==> config.mk <==
export PLATFORM = sky130hd
export DESIGN_NAME = capture_compare_unit
export DESIGN_NICKNAME = d
export VERILOG_FILES = /design/src/core/ccp_pkg.sv /design/src/core/timebase_tick.sv /design/src/core/capture_compare_unit.sv
export SDC_FILE = /design/constraint.sdc
export NUM_CORES = 1
export LEC_CHECK = 0
export ABC_AREA = 1
export BUFFER_PORTS_ARGS = -buffer_cell sky130_fd_sc_hd__buf_2
export CORE_MARGIN = 2
export CORE_UTILIZATION = 55
export DETAILED_ROUTE_END_ITERATION = 10
export GPL_TIMING_DRIVEN = 0
export MAX_ROUTING_LAYER = met4
export PLACE_DENSITY = 0.84
export SLEW_MARGIN = 20
export SYNTH_ARGS = -nofsm -noshare
export SYNTH_HDL_FRONTEND = slang
export SYNTH_SLANG_ARGS = --single-unit
==> constraint.sdc <==
create_clock -name sys_clk -period 1.8 [get_ports sys_clk]
set_input_delay 0.36 -clock sys_clk [delete_from_list [all_inputs] [get_ports sys_clk]]
set_output_delay 0.36 -clock sys_clk [all_outputs]
set_load 0.03 [all_outputs]
==> src/core/ccp_pkg.sv <==
package ccp_pkg;
  // ----------------------------------------
  // Register map (byte addresses)
  // ----------------------------------------
  localparam logic [4:0] ADDR_CTRL = 5'h00;
  localparam logic [4:0] ADDR_PERIOD = 5'h04;
  localparam logic [4:0] ADDR_CMPA = 5'h08;
  localparam logic [4:0] ADDR_CMPB = 5'h0c;
  localparam logic [4:0] ADDR_TIMER = 5'h10;
  localparam logic [4:0] ADDR_CAPT = 5'h14;
  localparam logic [4:0] ADDR_STATUS = 5'h18;
  localparam logic [15:0] CTRL_RESET = 16'h0000;
  localparam logic [15:0] CTRL_WMASK = 16'hbfff; // Bit 14 reads as zero
  localparam logic [31:0] PERIOD_RESET = 32'hffffffff;
  // ----------------------------------------
  // Function codes
  // ----------------------------------------
  localparam logic [3:0] FS_BOTH = 4'h0;
  localparam logic [3:0] FS_RISE = 4'h1;
  localparam logic [3:0] FS_FALL = 4'h2;
  localparam logic [3:0] FS_RISEFALL = 4'h3;
  localparam logic [3:0] FS_RISE4 = 4'h4;
  localparam logic [3:0] FS_RISE16 = 4'h5;
  localparam logic [3:0] FS_TIMER = 4'h0;
  localparam logic [3:0] FS_SETHI = 4'h1;
  localparam logic [3:0] FS_SETLO = 4'h2;
  localparam logic [3:0] FS_TOGGLE = 4'h3;
  localparam logic [3:0] FS_DUAL = 4'h4;
  localparam logic [3:0] FS_DUALBUF = 4'h5;
  localparam logic [3:0] FS_EXTERN = 4'hf;
  localparam logic [2:0] SRC_SYSCLK = 3'h0;
  // Edge counts and prescaler limits (count minus one)
  localparam logic [3:0] EDGES_4_LAST = 4'h3;
  localparam logic [3:0] EDGES_16_LAST = 4'hf;
  localparam logic [5:0] DIV1_LAST = 6'h00;
  localparam logic [5:0] DIV4_LAST = 6'h03;
  localparam logic [5:0] DIV16_LAST = 6'h0f;
  localparam logic [5:0] DIV64_LAST = 6'h3f;
  // ----------------------------------------
  // Types
  // ----------------------------------------
  typedef struct packed {
    logic unitEnable;
    logic unused14;
    logic stopInIdle;
    logic runInSleep;
    logic timebaseClockResync;
    logic [2:0] timebaseSourcePick;
    logic [1:0] timebaseDivider;
    logic wideTimer;
    logic captureCompareChoice;
    logic [3:0] functionSelect;
  } ctrl_t;
  typedef struct packed {
    logic [4:0] addr;
    logic [31:0] wdata;
    logic wr;
    logic rd;
  } bus_req_t;
  typedef enum logic [2:0] {
    ST_OFF = 3'b001,
    ST_RUN = 3'b010,
    ST_HALT = 3'b100
  } unit_state_t;
endpackage

==> src/core/timebase_tick.sv <==
`timescale 1ns/1ns
`default_nettype none
module timebase_tick (
  // Clock and reset
  input wire logic sysClk,
  input wire logic nrst,
  // Settings
  input wire logic run,
  input wire logic [2:0] sourcePick,
  input wire logic resync,
  input wire logic [1:0] divider,
  // Time-base sources, bit 0 unused (system clock)
  input wire logic [7:0] extClk,
  // Prescaled tick
  output logic tick
);
  // ----------------------------------------
  // Source selection and resync
  // ----------------------------------------
  function automatic logic [5:0] divLast(input logic [1:0] d);
    case (d)
      2'b00: divLast = ccp_pkg::DIV1_LAST;
      2'b01: divLast = ccp_pkg::DIV4_LAST;
      2'b10: divLast = ccp_pkg::DIV16_LAST;
      default: divLast = ccp_pkg::DIV64_LAST;
    endcase
  endfunction
  logic [7:0] syncA;
  logic [7:0] syncB;
  logic srcPrev;
  logic [5:0] divCnt;
  wire logic chosen;
  wire logic srcEdge;
  wire logic divWrap;
  // Resync path costs two cycles; only async sources need it
  assign chosen = resync ? syncB[sourcePick] : extClk[sourcePick];
  assign srcEdge = (sourcePick == ccp_pkg::SRC_SYSCLK) ? 1'b1 : (chosen & ~srcPrev);
  assign divWrap = (divCnt >= divLast(divider));
  // Synchroniser, edge history and prescaler
  always_ff @(posedge sysClk or negedge nrst) begin
    if (!nrst) begin
      syncA <= 8'h00;
      syncB <= 8'h00;
      srcPrev <= 1'b0;
      divCnt <= 6'h00;
      tick <= 1'b0;
    end else begin
      syncA <= extClk;
      syncB <= syncA;
      srcPrev <= chosen;
      if (!run) begin
        divCnt <= 6'h00;
      end else if (srcEdge) begin
        divCnt <= divWrap ? 6'h00 : divCnt + 6'h01;
      end
      tick <= run & srcEdge & divWrap;
    end
  end
  // ----------------------------------------
  // Checks
  // ----------------------------------------
  AST_SYSCLK_DIV1: assert property (@(posedge sysClk) disable iff (!nrst)
    (run && sourcePick == 3'h0 && divider == 2'b00) |=> tick)
    else $error("system clock at 1:1 did not tick every cycle");
  AST_DIV4_GAP: assert property (@(posedge sysClk) disable iff (!nrst)
    (tick && divider == 2'b01 && sourcePick == 3'h0 && run) |=> !tick [*3])
    else $error("divide by 4 ticked too early");
  AST_RESYNC_DELAY: assert property (@(posedge sysClk) disable iff (!nrst)
    (run && resync && sourcePick != 3'h0 && divider == 2'b00
      && $rose(extClk[sourcePick]) && $stable(sourcePick))
    |-> ##3 (tick || !run || $changed(sourcePick)))
    else $error("resynchronised edge did not tick after three cycles");
endmodule
`default_nettype wire

==> src/core/capture_compare_unit.sv <==
`timescale 1ns/1ns
`default_nettype none
module capture_compare_unit (
  // Clock and reset
  input wire logic sys_clk,
  input wire logic nrst,
  // Register port
  input wire ccp_pkg::bus_req_t busReq,
  output logic [31:0] rdata,
  // Device and signal inputs
  input wire logic sleepActive,
  input wire logic [7:0] extClk,
  input wire logic captureIn,
  // Unit outputs
  output logic compareOut,
  output logic captureEvent,
  output logic [31:0] captureValue,
  output logic running
);
  // ----------------------------------------
  // Registers
  // ----------------------------------------
  ccp_pkg::ctrl_t ctrl;
  ccp_pkg::unit_state_t state;
  logic [31:0] period;
  logic [31:0] cmpA;
  logic [31:0] cmpB;
  logic [31:0] cmpAAct;
  logic [31:0] cmpBAct;
  logic [31:0] timer;
  logic capPrev;
  logic [3:0] capCnt;
  logic captureFlag;
  wire logic tick;
  // ----------------------------------------
  // Decoding
  // ----------------------------------------
  wire logic wrCtrl = busReq.wr && busReq.addr == ccp_pkg::ADDR_CTRL;
  wire logic wrPeriod = busReq.wr && busReq.addr == ccp_pkg::ADDR_PERIOD;
  wire logic wrCmpA = busReq.wr && busReq.addr == ccp_pkg::ADDR_CMPA;
  wire logic wrCmpB = busReq.wr && busReq.addr == ccp_pkg::ADDR_CMPB;
  wire logic rdCapt = busReq.rd && busReq.addr == ccp_pkg::ADDR_CAPT;
  wire logic [3:0] fs = ctrl.functionSelect;
  wire logic capMode = ctrl.captureCompareChoice;
  // Sleep halts the unit unless run-in-sleep is set
  wire logic next_run = ctrl.unitEnable && (!sleepActive || ctrl.runInSleep);
  wire ccp_pkg::unit_state_t next_state = !ctrl.unitEnable ? ccp_pkg::ST_OFF :
    (next_run ? ccp_pkg::ST_RUN : ccp_pkg::ST_HALT);
  wire logic [31:0] periodEff = ctrl.wideTimer ? period : {16'h0000, period[15:0]};
  wire logic periodHit = tick && (timer == periodEff);
  wire logic [31:0] next_timer = !next_run ? 32'h0000_0000 :
    (periodHit ? 32'h0000_0000 : (tick ? timer + 32'h0000_0001 : timer));
  // ----------------------------------------
  // Time base
  // ----------------------------------------
  timebase_tick u_tick (
    .sysClk(sys_clk),
    .nrst(nrst),
    .run(running),
    .sourcePick(ctrl.timebaseSourcePick),
    .resync(ctrl.timebaseClockResync),
    .divider(ctrl.timebaseDivider),
    .extClk(extClk),
    .tick(tick)
  );
  // ----------------------------------------
  // Capture decode
  // ----------------------------------------
  wire logic rise = captureIn & ~capPrev;
  wire logic fall = ~captureIn & capPrev;
  wire logic [3:0] capLast = (fs == ccp_pkg::FS_RISE16) ? ccp_pkg::EDGES_16_LAST
    : ccp_pkg::EDGES_4_LAST;
  wire logic prescaled = (fs == ccp_pkg::FS_RISE4 || fs == ccp_pkg::FS_RISE16);
  wire logic capHit =
    ((fs == ccp_pkg::FS_BOTH || fs == ccp_pkg::FS_RISEFALL) && (rise || fall)) ||
    (fs == ccp_pkg::FS_RISE && rise) ||
    (fs == ccp_pkg::FS_FALL && fall) ||
    (prescaled && rise && capCnt == capLast);
  // Reserved capture codes never match above, so they stay silent
  wire logic captureFire = running && capMode && capHit;
  // ----------------------------------------
  // Compare decode
  // ----------------------------------------
  wire logic cmpMode = running && !capMode;
  wire logic matchA = cmpMode && tick && timer == cmpAAct;
  wire logic matchB = cmpMode && tick && timer == cmpBAct;
  wire logic buffered = (fs == ccp_pkg::FS_DUALBUF);
  logic next_out;
  always_comb begin
    next_out = compareOut;
    if (!cmpMode) begin
      next_out = 1'b0;
    end else begin
      case (fs)
        ccp_pkg::FS_TIMER: next_out = 1'b0;
        ccp_pkg::FS_SETHI: next_out = matchA ? 1'b1 : compareOut;
        ccp_pkg::FS_SETLO: next_out = matchA ? 1'b0 : compareOut;
        ccp_pkg::FS_TOGGLE: next_out = matchA ? ~compareOut : compareOut;
        ccp_pkg::FS_DUAL, ccp_pkg::FS_DUALBUF: begin
          // Rising edge on the first compare, falling on the second
          if (matchA) begin
            next_out = 1'b1;
          end else if (matchB) begin
            next_out = 1'b0;
          end
        end
        ccp_pkg::FS_EXTERN: next_out = captureIn;
        default: next_out = 1'b0;
      endcase
    end
  end
  // ----------------------------------------
  // Read mux
  // ----------------------------------------
  wire logic [31:0] next_rdata =
    !busReq.rd ? 32'h0000_0000 :
    (busReq.addr == ccp_pkg::ADDR_CTRL) ? {16'h0000, ctrl} :
    (busReq.addr == ccp_pkg::ADDR_PERIOD) ? period :
    (busReq.addr == ccp_pkg::ADDR_CMPA) ? cmpA :
    (busReq.addr == ccp_pkg::ADDR_CMPB) ? cmpB :
    (busReq.addr == ccp_pkg::ADDR_TIMER) ? timer :
    (busReq.addr == ccp_pkg::ADDR_CAPT) ? captureValue :
    (busReq.addr == ccp_pkg::ADDR_STATUS) ? {27'h0, state, compareOut, captureFlag} :
    32'h0000_0000;
  // ----------------------------------------
  // Software registers
  // ----------------------------------------
  always_ff @(posedge sys_clk or negedge nrst) begin
    if (!nrst) begin
      ctrl <= ccp_pkg::CTRL_RESET;
      period <= ccp_pkg::PERIOD_RESET;
      cmpA <= 32'h0000_0000;
      cmpB <= 32'h0000_0000;
      rdata <= 32'h0000_0000;
    end else begin
      if (wrCtrl) ctrl <= busReq.wdata[15:0] & ccp_pkg::CTRL_WMASK;
      if (wrPeriod) period <= busReq.wdata;
      if (wrCmpA) cmpA <= busReq.wdata;
      if (wrCmpB) cmpB <= busReq.wdata;
      rdata <= next_rdata;
    end
  end
  // Active compares: buffered mode loads them only at period rollover or while the unit is not running,
  // so a mid-period write cannot glitch the pulse
  always_ff @(posedge sys_clk or negedge nrst) begin
    if (!nrst) begin
      cmpAAct <= 32'h0000_0000;
      cmpBAct <= 32'h0000_0000;
    end else if (!buffered || periodHit || !running) begin
      cmpAAct <= cmpA;
      cmpBAct <= cmpB;
    end
  end
  // ----------------------------------------
  // Unit state, timer, capture and output
  // ----------------------------------------
  always_ff @(posedge sys_clk or negedge nrst) begin
    if (!nrst) begin
      state <= ccp_pkg::ST_OFF;
      running <= 1'b0;
      timer <= 32'h0000_0000;
      capPrev <= 1'b0;
      capCnt <= 4'h0;
      captureEvent <= 1'b0;
      captureValue <= 32'h0000_0000;
      captureFlag <= 1'b0;
      compareOut <= 1'b0;
    end else begin
      state <= next_state;
      running <= next_run;
      timer <= next_timer;
      capPrev <= captureIn;
      if (!(running && capMode && prescaled)) begin
        capCnt <= 4'h0;
      end else if (rise) begin
        capCnt <= (capCnt == capLast) ? 4'h0 : capCnt + 4'h1;
      end
      captureEvent <= captureFire;
      if (captureFire) captureValue <= timer;
      // A capture in the same cycle as the read keeps the flag set
      captureFlag <= captureFire | (captureFlag & ~rdCapt);
      compareOut <= next_out;
    end
  end
  // ----------------------------------------
  // Checks
  // ----------------------------------------
  AST_SLEEP_HALT: assert property (@(posedge sys_clk) disable iff (!nrst)
    (sleepActive && !ctrl.runInSleep) |=> !running && timer == 32'h0)
    else $error("unit kept running in sleep");
  AST_DISABLED_IDLE: assert property (@(posedge sys_clk) disable iff (!nrst)
    !ctrl.unitEnable |=> !running && timer == 32'h0 ##1 !compareOut)
    else $error("disabled unit not idle");
  AST_EDGE_CAPTURE: assert property (@(posedge sys_clk) disable iff (!nrst)
    (running && capMode && fs == 4'h0 && (rise || fall))
    |=> captureEvent && captureValue == $past(timer))
    else $error("edge detect missed a capture");
  AST_RISE_IGNORES_FALL: assert property (@(posedge sys_clk) disable iff (!nrst)
    (capMode && fs == 4'h1 && fall) |=> !captureEvent)
    else $error("rising-edge mode captured on a falling edge");
  AST_FALL_CAPTURE: assert property (@(posedge sys_clk) disable iff (!nrst)
    (running && capMode && fs == 4'h2 && fall) |=> captureEvent)
    else $error("falling-edge mode missed an edge");
  AST_FOURTH_RISE: assert property (@(posedge sys_clk) disable iff (!nrst)
    (captureEvent && $past(fs) == 4'h4) |-> $past(capCnt) == 4'h3 && $past(rise))
    else $error("every-fourth capture at wrong count");
  AST_SIXTEENTH_RISE: assert property (@(posedge sys_clk) disable iff (!nrst)
    (captureEvent && $past(fs) == 4'h5) |-> $past(capCnt) == 4'hf)
    else $error("every-sixteenth capture at wrong count");
  AST_RESERVED_SILENT: assert property (@(posedge sys_clk) disable iff (!nrst)
    (capMode && (fs[3] || fs[3:1] == 3'b011)) |=> !captureEvent)
    else $error("reserved capture code captured");
  AST_TIMER_NO_OUT: assert property (@(posedge sys_clk) disable iff (!nrst)
    (!capMode && fs == 4'h0) |=> !compareOut)
    else $error("timer mode drove the output");
  AST_SET_HIGH: assert property (@(posedge sys_clk) disable iff (!nrst)
    (fs == 4'h1 && matchA) |=> compareOut)
    else $error("output not driven high on match");
  AST_SET_LOW: assert property (@(posedge sys_clk) disable iff (!nrst)
    (fs == 4'h2 && matchA) |=> !compareOut)
    else $error("output not driven low on match");
  AST_TOGGLE: assert property (@(posedge sys_clk) disable iff (!nrst)
    (fs == 4'h3 && matchA) |=> compareOut != $past(compareOut))
    else $error("output did not toggle on match");
  AST_DUAL_FALL: assert property (@(posedge sys_clk) disable iff (!nrst)
    (fs == 4'h4 && matchB && !matchA) |=> !compareOut)
    else $error("dual-edge output not cleared on second match");
  AST_EXTERNAL: assert property (@(posedge sys_clk) disable iff (!nrst)
    (cmpMode && fs == 4'hf) |=> compareOut == $past(captureIn))
    else $error("external mode output does not follow input");
  COV_CAPTURE: cover property (@(posedge sys_clk) disable iff (!nrst)
    captureEvent && fs == 4'h4);
  COV_DUAL: cover property (@(posedge sys_clk) disable iff (!nrst)
    fs == 4'h5 && !capMode && $fell(compareOut));
  COV_SLEEP: cover property (@(posedge sys_clk) disable iff (!nrst)
    sleepActive && running);
endmodule
`default_nettype wire

# --- Word-level counts from Yosys, hierarchy flattened ---
# Cells that the tools add are included.
op_classes:
  bitwise: 12
  n_eq_ne: 25
  n_addsub: 3
  mux: 35
  magnitude_cmp: 2
  reduce_logical: 38
op_table:
  columns: ["op", "n"]
  rows:
  - ["two-way mux 32 bit", 11]
  - ["equality test 32 bit", 3]
  - ["adder 32 x 1 -> 32 bit (second input constant)", 1]
  - ["logical AND 1 bit", 19]
  - ["two-way mux 6 bit", 3]
  - ["case mux 6 bit (3 select lines)", 1]
  - ["two-way mux 4 bit", 4]
  - ["equality test 5 bit (second input constant)", 3]
  - ["equality test 5 x 4 -> 1 bit (second input constant)", 2]
  - ["two-way mux 1 bit", 10]
  - ["logical OR 1 bit", 9]
  - ["inequality test 3 bit (second input constant)", 3]
  - ["equality test 4 x 2 -> 1 bit (second input constant)", 2]
  - ["equality test 4 x 3 -> 1 bit (second input constant)", 2]
  - ["adder 6 x 1 -> 6 bit (second input constant)", 1]
  - ["AND 1 bit", 6]
  - ["binary-select mux 1 bit (select 3 bit)", 2]
  - ["greater-or-equal comparator 6 bit", 1]
  - ["two-way mux 3 bit", 2]
  - ["equality test 5 x 3 -> 1 bit (second input constant)", 1]
  - ["zero test 5 bit", 1]
  - ["two-way mux 5 bit", 1]
  - ["NOT 1 bit", 5]
  - ["case mux 1 bit (5 select lines)", 1]
  - ["18 further kinds", 21]
totals:
  output_inout_bits: 67
  elab_cells: 144
  in_bits: 51
  reg_bits: 307

# --- Logic depth before layout (Yosys ltp) ---
# Gate-level depths: netlist (run 1).
depth:
  depth_word: 9
  depth_mapped: 14
  mapped_depth_nobuf: 13

# --- Modules after synthesis ---
# From an unflattened synthesis (run 1), not the netlist that was laid out.
hier_totals:
  cells_unflattened: 2025
  hier_area_um2: 15927.8
by_module_without_submodules:
  columns: ["module", "n_inst", "seq_area_each_um2", "cells_each", "area_each_um2"]
  rows:
  - ["capture_compare_unit", 1, 7098.1, 1882, 14631.5]
  - ["timebase_tick", 1, 600.6, 143, 1296.2]

# --- Worst setup path before layout (run 1) ---
# Ideal clock, no wire load.
synth_timing:
  kind: "flip-flop to flip-flop"
  from: "register period[9]"
  to: "register cmpBAct[10]"
  t_arrival_ns: 1.620
  path_buffers: 2
  stages_incl_launch_ff: 14
  setup_ns: 0.116
  required_time_ns: 1.684
  setup_slack_ns: 0.064
  synth_period_minus_slack_ns: 1.736
  cell_sequence: "dfstp_2 -> inv_1 -> nand2_1 -> nand2_1 -> nor2_1 -> nand3_1 -> nor3_1 -> nand2_1 -> nor2_2 -> nand2_4 -> buf_6 -> buf_6 -> nand3_2 -> nand2_1"
synth_via:
  elab_chain_len: 5
synth_lines:
  columns: ["element", "line_no", "source"]
  rows:
  - ["from (decl)", "capture_compare_unit.sv:25", "logic [31:0] period;"]
  - ["from (signal assigned)", "capture_compare_unit.sv:131", "period <= ccp_pkg::PERIOD_RESET;"]
  - ["from (signal assigned)", "capture_compare_unit.sv:137", "if (wrPeriod) period <= busReq.wdata;"]
  - ["two-way mux 32 bit", "capture_compare_unit.sv:49", "wire logic [31:0] periodEff = ctrl.wideTimer ? period : {16'h0000, period[15:0]};"]
  - ["equality test 32 bit", "capture_compare_unit.sv:50", "wire logic periodHit = tick && (timer == periodEff);"]
  - ["logical AND 1 bit", "capture_compare_unit.sv:50", null]
  - ["logical OR 1 bit (2 in series)", "capture_compare_unit.sv:149", "end else if (!buffered || periodHit || !running) begin"]
  - ["to (signal assigned)", "capture_compare_unit.sv:151", "cmpBAct <= cmpB;"]
  - ["to (decl)", "capture_compare_unit.sv:29", "logic [31:0] cmpBAct;"]
# Every way passes these cells.
# A chain may end at the register's enable or synchronous reset.

# --- Worst setup path after layout (run 1) ---
layout_timing:
  from: "register ctrl[5] (netlist name)"
  to: "register cmpAAct[0]"
layout_via:
  elab_chain_len: 5
layout_lines:
  columns: ["element", "line_no", "source"]
  rows:
  - ["from (decl)", "capture_compare_unit.sv:23", "ccp_pkg::ctrl_t ctrl;"]
  - ["from (signal assigned)", "capture_compare_unit.sv:130", "ctrl <= ccp_pkg::CTRL_RESET;"]
  - ["from (signal assigned)", "capture_compare_unit.sv:136", "if (wrCtrl) ctrl <= busReq.wdata[15:0] & ccp_pkg::CTRL_WMASK;"]
  - ["two-way mux 32 bit", "capture_compare_unit.sv:49", null]
  - ["equality test 32 bit", "capture_compare_unit.sv:50", null]
  - ["logical AND 1 bit", "capture_compare_unit.sv:50", null]
  - ["logical OR 1 bit (2 in series)", "capture_compare_unit.sv:149", null]
  - ["to (signal assigned)", "capture_compare_unit.sv:150", "cmpAAct <= cmpA;"]
  - ["to (decl)", "capture_compare_unit.sv:28", "logic [31:0] cmpAAct;"]
# Every way passes these cells.

==> impl_results.md, run 1 <==
- Status: complete, but fails checks
- Failing checks: setup timing
- Final wirelength: 58.4 mm
- Slowest CP cell: dfrtp_1
- DRT Pass-1 Iters: 6
- Clock skew after layout: 26.2 ps
- Initial antenna violation count: 0
- Clock root buffer: clkbuf_16
- Leakage: 0.00952 uW
- EDFF count, synth: 0
- RSZ-0062 raised after global routing: yes
- Non-Filler Instances: 2621
- Vias per cell: 6.06
- Largest net degree at the start of global routing: 104
- Syn nets: 2057
- Endpoints failing setup: 131
- Cell Pwr Density: 979 mW/mm^2
- Worst path max stage delay: 400 ps
- Mapped Area: 0.0157 mm^2
- Flops & latches, synth: 306
- Clock Path Buffers: 3
- Area grow syn2layout: 26.3%
- Setup CP Type: reg -> reg
- Core Util, Final: 0.711
- Highest Clock Rate: 0.426 GHz
- Critical R2R Launch: ctrl[5]
- Max H-tree Level: 2
- Initial DRC Count: 1938
- Initial core utilization: 0.563
- CP arrival: 2760 ps
- Total global routing overflow: 0
- Placed cell count: 2491
- Final period util: 1.30
- Synth Instances: 1995
- Die Span Y: 173 um
- Worst hold path type: in -> reg
- TritonCTS clock tree: done
- FP Rows: 61
- Clk sinks: 306
- Maxcap violations: 0
- Number of global-route vias before repair: 15300
- Total Routing Usage GR: 0.391
- Sequential fraction of the synthesis area: 0.490
- HP Start: busReq[27]
- Worst setup margin: -547 ps
- Share of cells above drive strength 1: 0.247
- Synth async-reset ratio: 1.00
- Post-DR wirelength/cell: 22.3 um
- Worst-Skew Late Latency: 540 ps
- Worst VDD drop: 827 uV
- Crit-path cells: buf_6 -> buf_12 -> buf_4 -> nand3_1 -> nand2_1 -> nor2_1 -> nand3b_1 -> nor2_4 -> nand2_8 -> buf_12 -> buf_12 -> nand3_2 -> nand2_1
- Number of port buffers: 115
- First-pass GRT wire length: 87.6 mm
- Die area: 0.0300 mm^2
- Yosys cell types: 42
- Critical Path Start: ctrl[5]
- Pre-CTS setup slack: -1050 ps
- Antenna diodes: 0
- Gpl congestion: 1.01
- Syn_area_per_cell: 7.88 um^2
- Setup crit end kind: flip-flop
- Worst Tran Pin Value: 1200 ps
- CP Data Required Time: 2210 ps
- Most Frequent Cell on Critical Path: buf_12
- CTS Buf Count: 35
- Area of the core: 0.0279 mm^2
- I/O pin count: 118
- Startpoint Class: flip-flop
- Crit-path max FO: 10
- Fin. max-slew vios: 0
- Die X: 173 um
- Worst-path clk slew: 60 ps
- Dpl hpwl: 39.6 mm
- Worst slew margin: 0.199
- Final net count: 2278
- Residual DRC: 0
- Main synth FF type: dfrtp_1
- Antenna violation net count after detailed routing: 0
- Ys Warns: 0
- Crit path time final: 2350 ps
- Fin. Hold Viols: 0
- Via count: 15900
[final timing paths]
kind                                         to  slack [ps]  depth (start not counted)
worst max-delay path                 cmpAAct[0]        -550                         13
worst min-delay path                 period[25]          80                          3
worst max register to register       cmpAAct[0]        -550                         13
worst min register to register  u_tick.syncB[6]         350                          0
max in group asynchronous             period[4]         270                          4
min in group asynchronous             rdata[16]         360                          2
[Yosys cell counts, types with 2 or more instances]
library cell | n | area, um^2
ha_1 | 11 | 138
xor2_1 | 43 | 377
clkbuf_2 | 3 | 15.0
o21ai_1 | 15 | 75.1
nand3b_1 | 10 | 75.1
dfrtp_1 | 273 | 6830
and2_1 | 3 | 18.8
nor3_2 | 2 | 20.0
inv_2 | 4 | 15.0
inv_1 | 149 | 559
buf_2 | 32 | 160
buf_4 | 5 | 37.5
nor3_1 | 35 | 175
and3_1 | 3 | 18.8
nor2_1 | 127 | 477
o21ai_0 | 189 | 946
nand2_2 | 6 | 37.5
nor3b_1 | 3 | 22.5
or2_2 | 10 | 62.6
nand2_1 | 629 | 2360
a41oi_1 | 11 | 96.3
nand4_1 | 33 | 206
clkbuf_1 | 55 | 206
nand3_1 | 149 | 746
buf_6 | 7 | 78.8
o211ai_1 | 20 | 150
xnor2_1 | 31 | 272
nand3_2 | 20 | 200
nor2_2 | 5 | 31.3
clkinv_1 | 4 | 15.0
nand2_4 | 2 | 22.5
a31oi_1 | 20 | 125
a21oi_1 | 45 | 225
dfstp_2 | 33 | 867
[metrics by stage]
step                      instance area (um^2)  hold WS (ps)  power (uW)  TNS (ps)
after floorplan                          15700          64.4       10300         0
after global placement                   16800           332       11400  -1681370
after detailed placement                 16900           303       11500   -176220
after CTS                                19000          88.1       19000    -37310
after global routing                     19900           108       20200    -61630
final                                    19900          83.6       19400    -48960
[state kept, by name, indices dropped and copies added (netlist names), 32 cells and up]
name	count
captureValue	32
timer	32
cmpA	32
cmpBAct	32
cmpB	32
period	32
rdata	32
cmpAAct	32
[cells in the final DEF (no fill, tap or decap), types with 34 or more instances in the layout]
cell type and instances:
nor2_1 108, a21oi_1 45, o21ai_0 165, nand2_2 36
buf_4 34, nand3_1 130, nand3_2 34, xor2_1 39
clkbuf_16 38, inv_1 136, dfrtp_1 267, buf_2 141
nand2_1 578
[worst max-delay path, delay by kind of cell (launching register included)]
family | cells | cell delay (ps)
flops | 1 | 400
simple gates | 8 | 990
buf+inv | 5 | 810
[power breakdown]
| part | internal (uW) | switching, uW | leakage, uW | total (uW) |
|---|---|---|---|---|
| sequential | 7800 | 878 | 0.00396 | 8670 |
| combinational | 1310 | 2220 | 0.00498 | 3540 |
| clock | 4240 | 2990 | 0.000585 | 7230 |
| total | 13300 | 6090 | 0.00952 | 19400 |
[cell type report]
type | instances | area, um^2
buffer | 102 | 738
clock buffer | 50 | 1050
clock inverter | 14 | 116
fill | 2173 | 8070
inverter | 157 | 608
multi-input combinational | 1431 | 7770
sequential | 306 | 7710
tap | 378 | 473
timing repair buffer | 183 | 1400
[routing by layer]
layer / vias up / track usage / wire, um
met2: 1085 / 0.595 / 27000
met4: 0 / 0.206 / 3430
met3: 264 / 0.0697 / 5890
met5: - / - / 0
li1: 6936 / - / -
met1: 7602 / 0.501 / 22200
[logic make-up after synthesis]
family,share of synthesized area
simple gates,0.287
fa+ha+maj,0.00875
compound gates,0.104
buf+inv,0.0694
xor+xnor,0.0412
flops,0.490
[repair_timing]
item,in CTS,in global routing
setup buffers,25,27
endpoints found under the setup margin,224,258
cloned,6,3
pin swaps,32,50
resized for setup,183,183
endpoints found under the hold margin,52,0
hold buffers,10,0
Note: power is estimated with default switching activity, not from simulation.
==> inputs of run 2 (changes only) <==
--- a/config.mk
+++ b/config.mk
@@ -13,6 +13,7 @@
 export GPL_TIMING_DRIVEN = 0
 export MAX_ROUTING_LAYER = met4
 export PLACE_DENSITY = 0.84
+export SKIP_CTS_REPAIR_TIMING = 1
 export SLEW_MARGIN = 20
 export SYNTH_ARGS = -nofsm -noshare
 export SYNTH_HDL_FRONTEND = slang
==> run 2 against run 1 <==
Against the previous run: the run still ends with setup timing left; global-route usage shrank 1.8 points; wire length shrank 1.7%; worst hold slack gained 7.5 ps; cell count shrank 0.27%; critical endpoint is now cmpBAct[23]; combinational power is essentially flat; flip-flop and latch count is the same; register-to-register slack is essentially flat; count of clock-buffer cells in the layout is the same; clock skew grew 0.57 ps; critical path type unchanged.
==> impl_results.md, run 2 (synthesis results as in run 1) <==
- Status: complete, but fails checks
- Failing checks: setup timing
- Maxcap violations: 0 (unchanged)
- Hold WS: 91.2 ps (+7.53 ps)
- Initial antenna violation count: 0 (unchanged)
- Fin. max-slew vios: 0 (unchanged)
- Final net count: 2271 (-0.31%)
- Area grow syn2layout: 25.1%
- Critical Path Start: ctrl[5]
- Initial DRC Count: 2116 (+9.2%)
- Worst slew margin: 0.236 (+0.0375)
- Highest Clock Rate: 0.424 GHz (-0.40%)
- Worst-path clk slew: 60 ps (about the same)
- Worst VDD drop: 820 uV (-0.89%)
- Residual DRC: 0 (unchanged)
- Post-DR wirelength/cell: 22.0 um (-1.4%)
- Setup TNS: -46240 ps (+2720 ps)
- FF-to-FF End: cmpBAct[23]
- Antenna diodes: 0 (unchanged)
- Die X: 173 um (unchanged)
- Final period util: 1.31 (+0.00528)
- RSZ-0062 raised after global routing: yes
- Total Routing Usage GR: 0.373 (-0.0179)
- Die Span Y: 173 um (unchanged)
- FP Rows: 61 (unchanged)
- Clock skew after layout: 26.8 ps (+0.566 ps)
- Most frequent cells in the layout: nand2_1, dfrtp_1, o21ai_0, buf_2, inv_1
- TritonCTS clock tree: done
- Setup crit end kind: flip-flop
- I/O pin count: 118 (unchanged)
- Worst setup margin: -556 ps (-9.51 ps)
- CP arrival: 2770 ps (about the same)
- Antenna violation net count after detailed routing: 0 (unchanged)
- Number of port buffers: 115 (unchanged)
- Worst hold path type: in -> reg
- CTS Buf Count: 35 (unchanged)
- Share of cells above drive strength 1: 0.247 (+0.000772)
- Critical R2R Launch: ctrl[5]
- Worst Tran Pin Value: 1150 ps (-56.2 ps)
- Startpoint Class: flip-flop
- Commonest non-fill, non-tap cell in the layout: nand2_1
- Final wirelength: 57.4 mm (-1.7%)
- Clock Path Buffers: 3 (unchanged)
- Die area: 0.0300 mm^2 (unchanged)
- Number of global-route vias before repair: 14700 (-3.3%)
- DRT Pass-1 Iters: 6 (unchanged)
- Initial core utilization: 0.563 (unchanged)
- Area of the core: 0.0279 mm^2 (unchanged)
- CP Data Required Time: 2220 ps (about the same)
- Crit-path max FO: 8 (-2)
- Cell Pwr Density: 988 mW/mm^2 (+0.94%)
- Worst setup path end: cmpBAct[23]
- Total global routing overflow: 0 (unchanged)
- Flop-to-flop setup slack: -560 ps (about the same)
- Via count: 15900 (-0.17%)
- Dpl hpwl: 39.6 mm (unchanged)
- Setup CP Type: reg -> reg
- Leakage: 0.00944 uW (-0.83%)
- Fin. Hold Viols: 0 (unchanged)
- Max H-tree Level: 2 (unchanged)
- Clock root buffer: clkbuf_16
- Register-to-Register Path Depth: 12 (-1)
- Endpoints failing setup: 134 (+2.3%)
- First-pass GRT wire length: 83.8 mm (-4.4%)
- Worst-Skew Late Latency: 540 ps (about the same)
- Largest net degree at the start of global routing: 104 (unchanged)
- Clk sinks: 306 (unchanged)
- Vias per cell: 6.07 (about the same)
- Crit path time final: 2360 ps (+9.51 ps)
- Gpl congestion: 1.01 (unchanged)
[run 2: cell count changes in the layout (fill, tap and decap cells not counted), moves of 5 or more]
cell / previous run / this run
nand2_4: 21 / 16
nand2_2: 36 / 44
dfrtp_2: 6 / 14
o21ai_1: 19 / 26
buf_2: 141 / 135
buf_12: 15 / 10
dfrtp_1: 267 / 259
[run 2: how the worst min path moves through the flow]
stage,startpoint,to,cells after the start
after floorplan,nrst,capCnt[0],0
after global placement,u_tick.syncA[0],u_tick.syncB[0],0
after detailed placement,nrst,rdata[16],1
after CTS,nrst,cmpB[13],1
after global routing,busReq[25],period[23],3
final,busReq[27],period[25],3
[run 2: report_power, final]
part	internal, uW	leakage [uW]	total (uW)	switching (uW)
Combinational	1300	0.00491	3530	2240
Sequential	7800	0.00395	8680	883
Clock	4240	0.000585	7220	2980
[run 2: layout make-up]
cell class / instances / area, um^2
tap: 378 / 473
fill: 2208 / 8260
buffer: 101 / 716
sequential: 306 / 7720
clock inverter: 14 / 116
clock buffer: 50 / 1050
multi-input combinational: 1430 / 7660
inverter: 157 / 622
timing repair buffer: 178 / 1310
[run 2: metrics by stage]
stage          utilization  std cells  cell area (um^2)  worst slack [ps]  power [uW]
2_1_floorplan            -       1995             15700              63.7       10300
3_3_place_gp         0.601       2488             16800             -5210       11400
3_5_place_dp         0.604       2491             16900             -1050       11500
4_1_cts              0.646       2555             18000              -983       18600
5_1_grt              0.704       2614             19700              -576       20100
6_report             0.704       2614             19700              -556       19400
[run 2: critical path, stage by stage (launching register included)]
cell       delay (ps)
dfrtp_1           410
buf_6             170
nand2_4            80
xor2_2            190
nand2_2            90
nor3_4            340
nand3_4           150
nor2_4            190
nand2_8           130
buf_12            190
clkbuf_16         160
nand3_1            60
nand2_1            60
[run 2: layer usage]
metal  wire length (um)  vias to the layer above  global-route usage
li1                   -                     6916                   -
met1              21900                     7608               0.484
met2              26400                     1076               0.577
met3               5620                      260              0.0598
met4               3520                        0               0.173
met5                  0                        -                   -
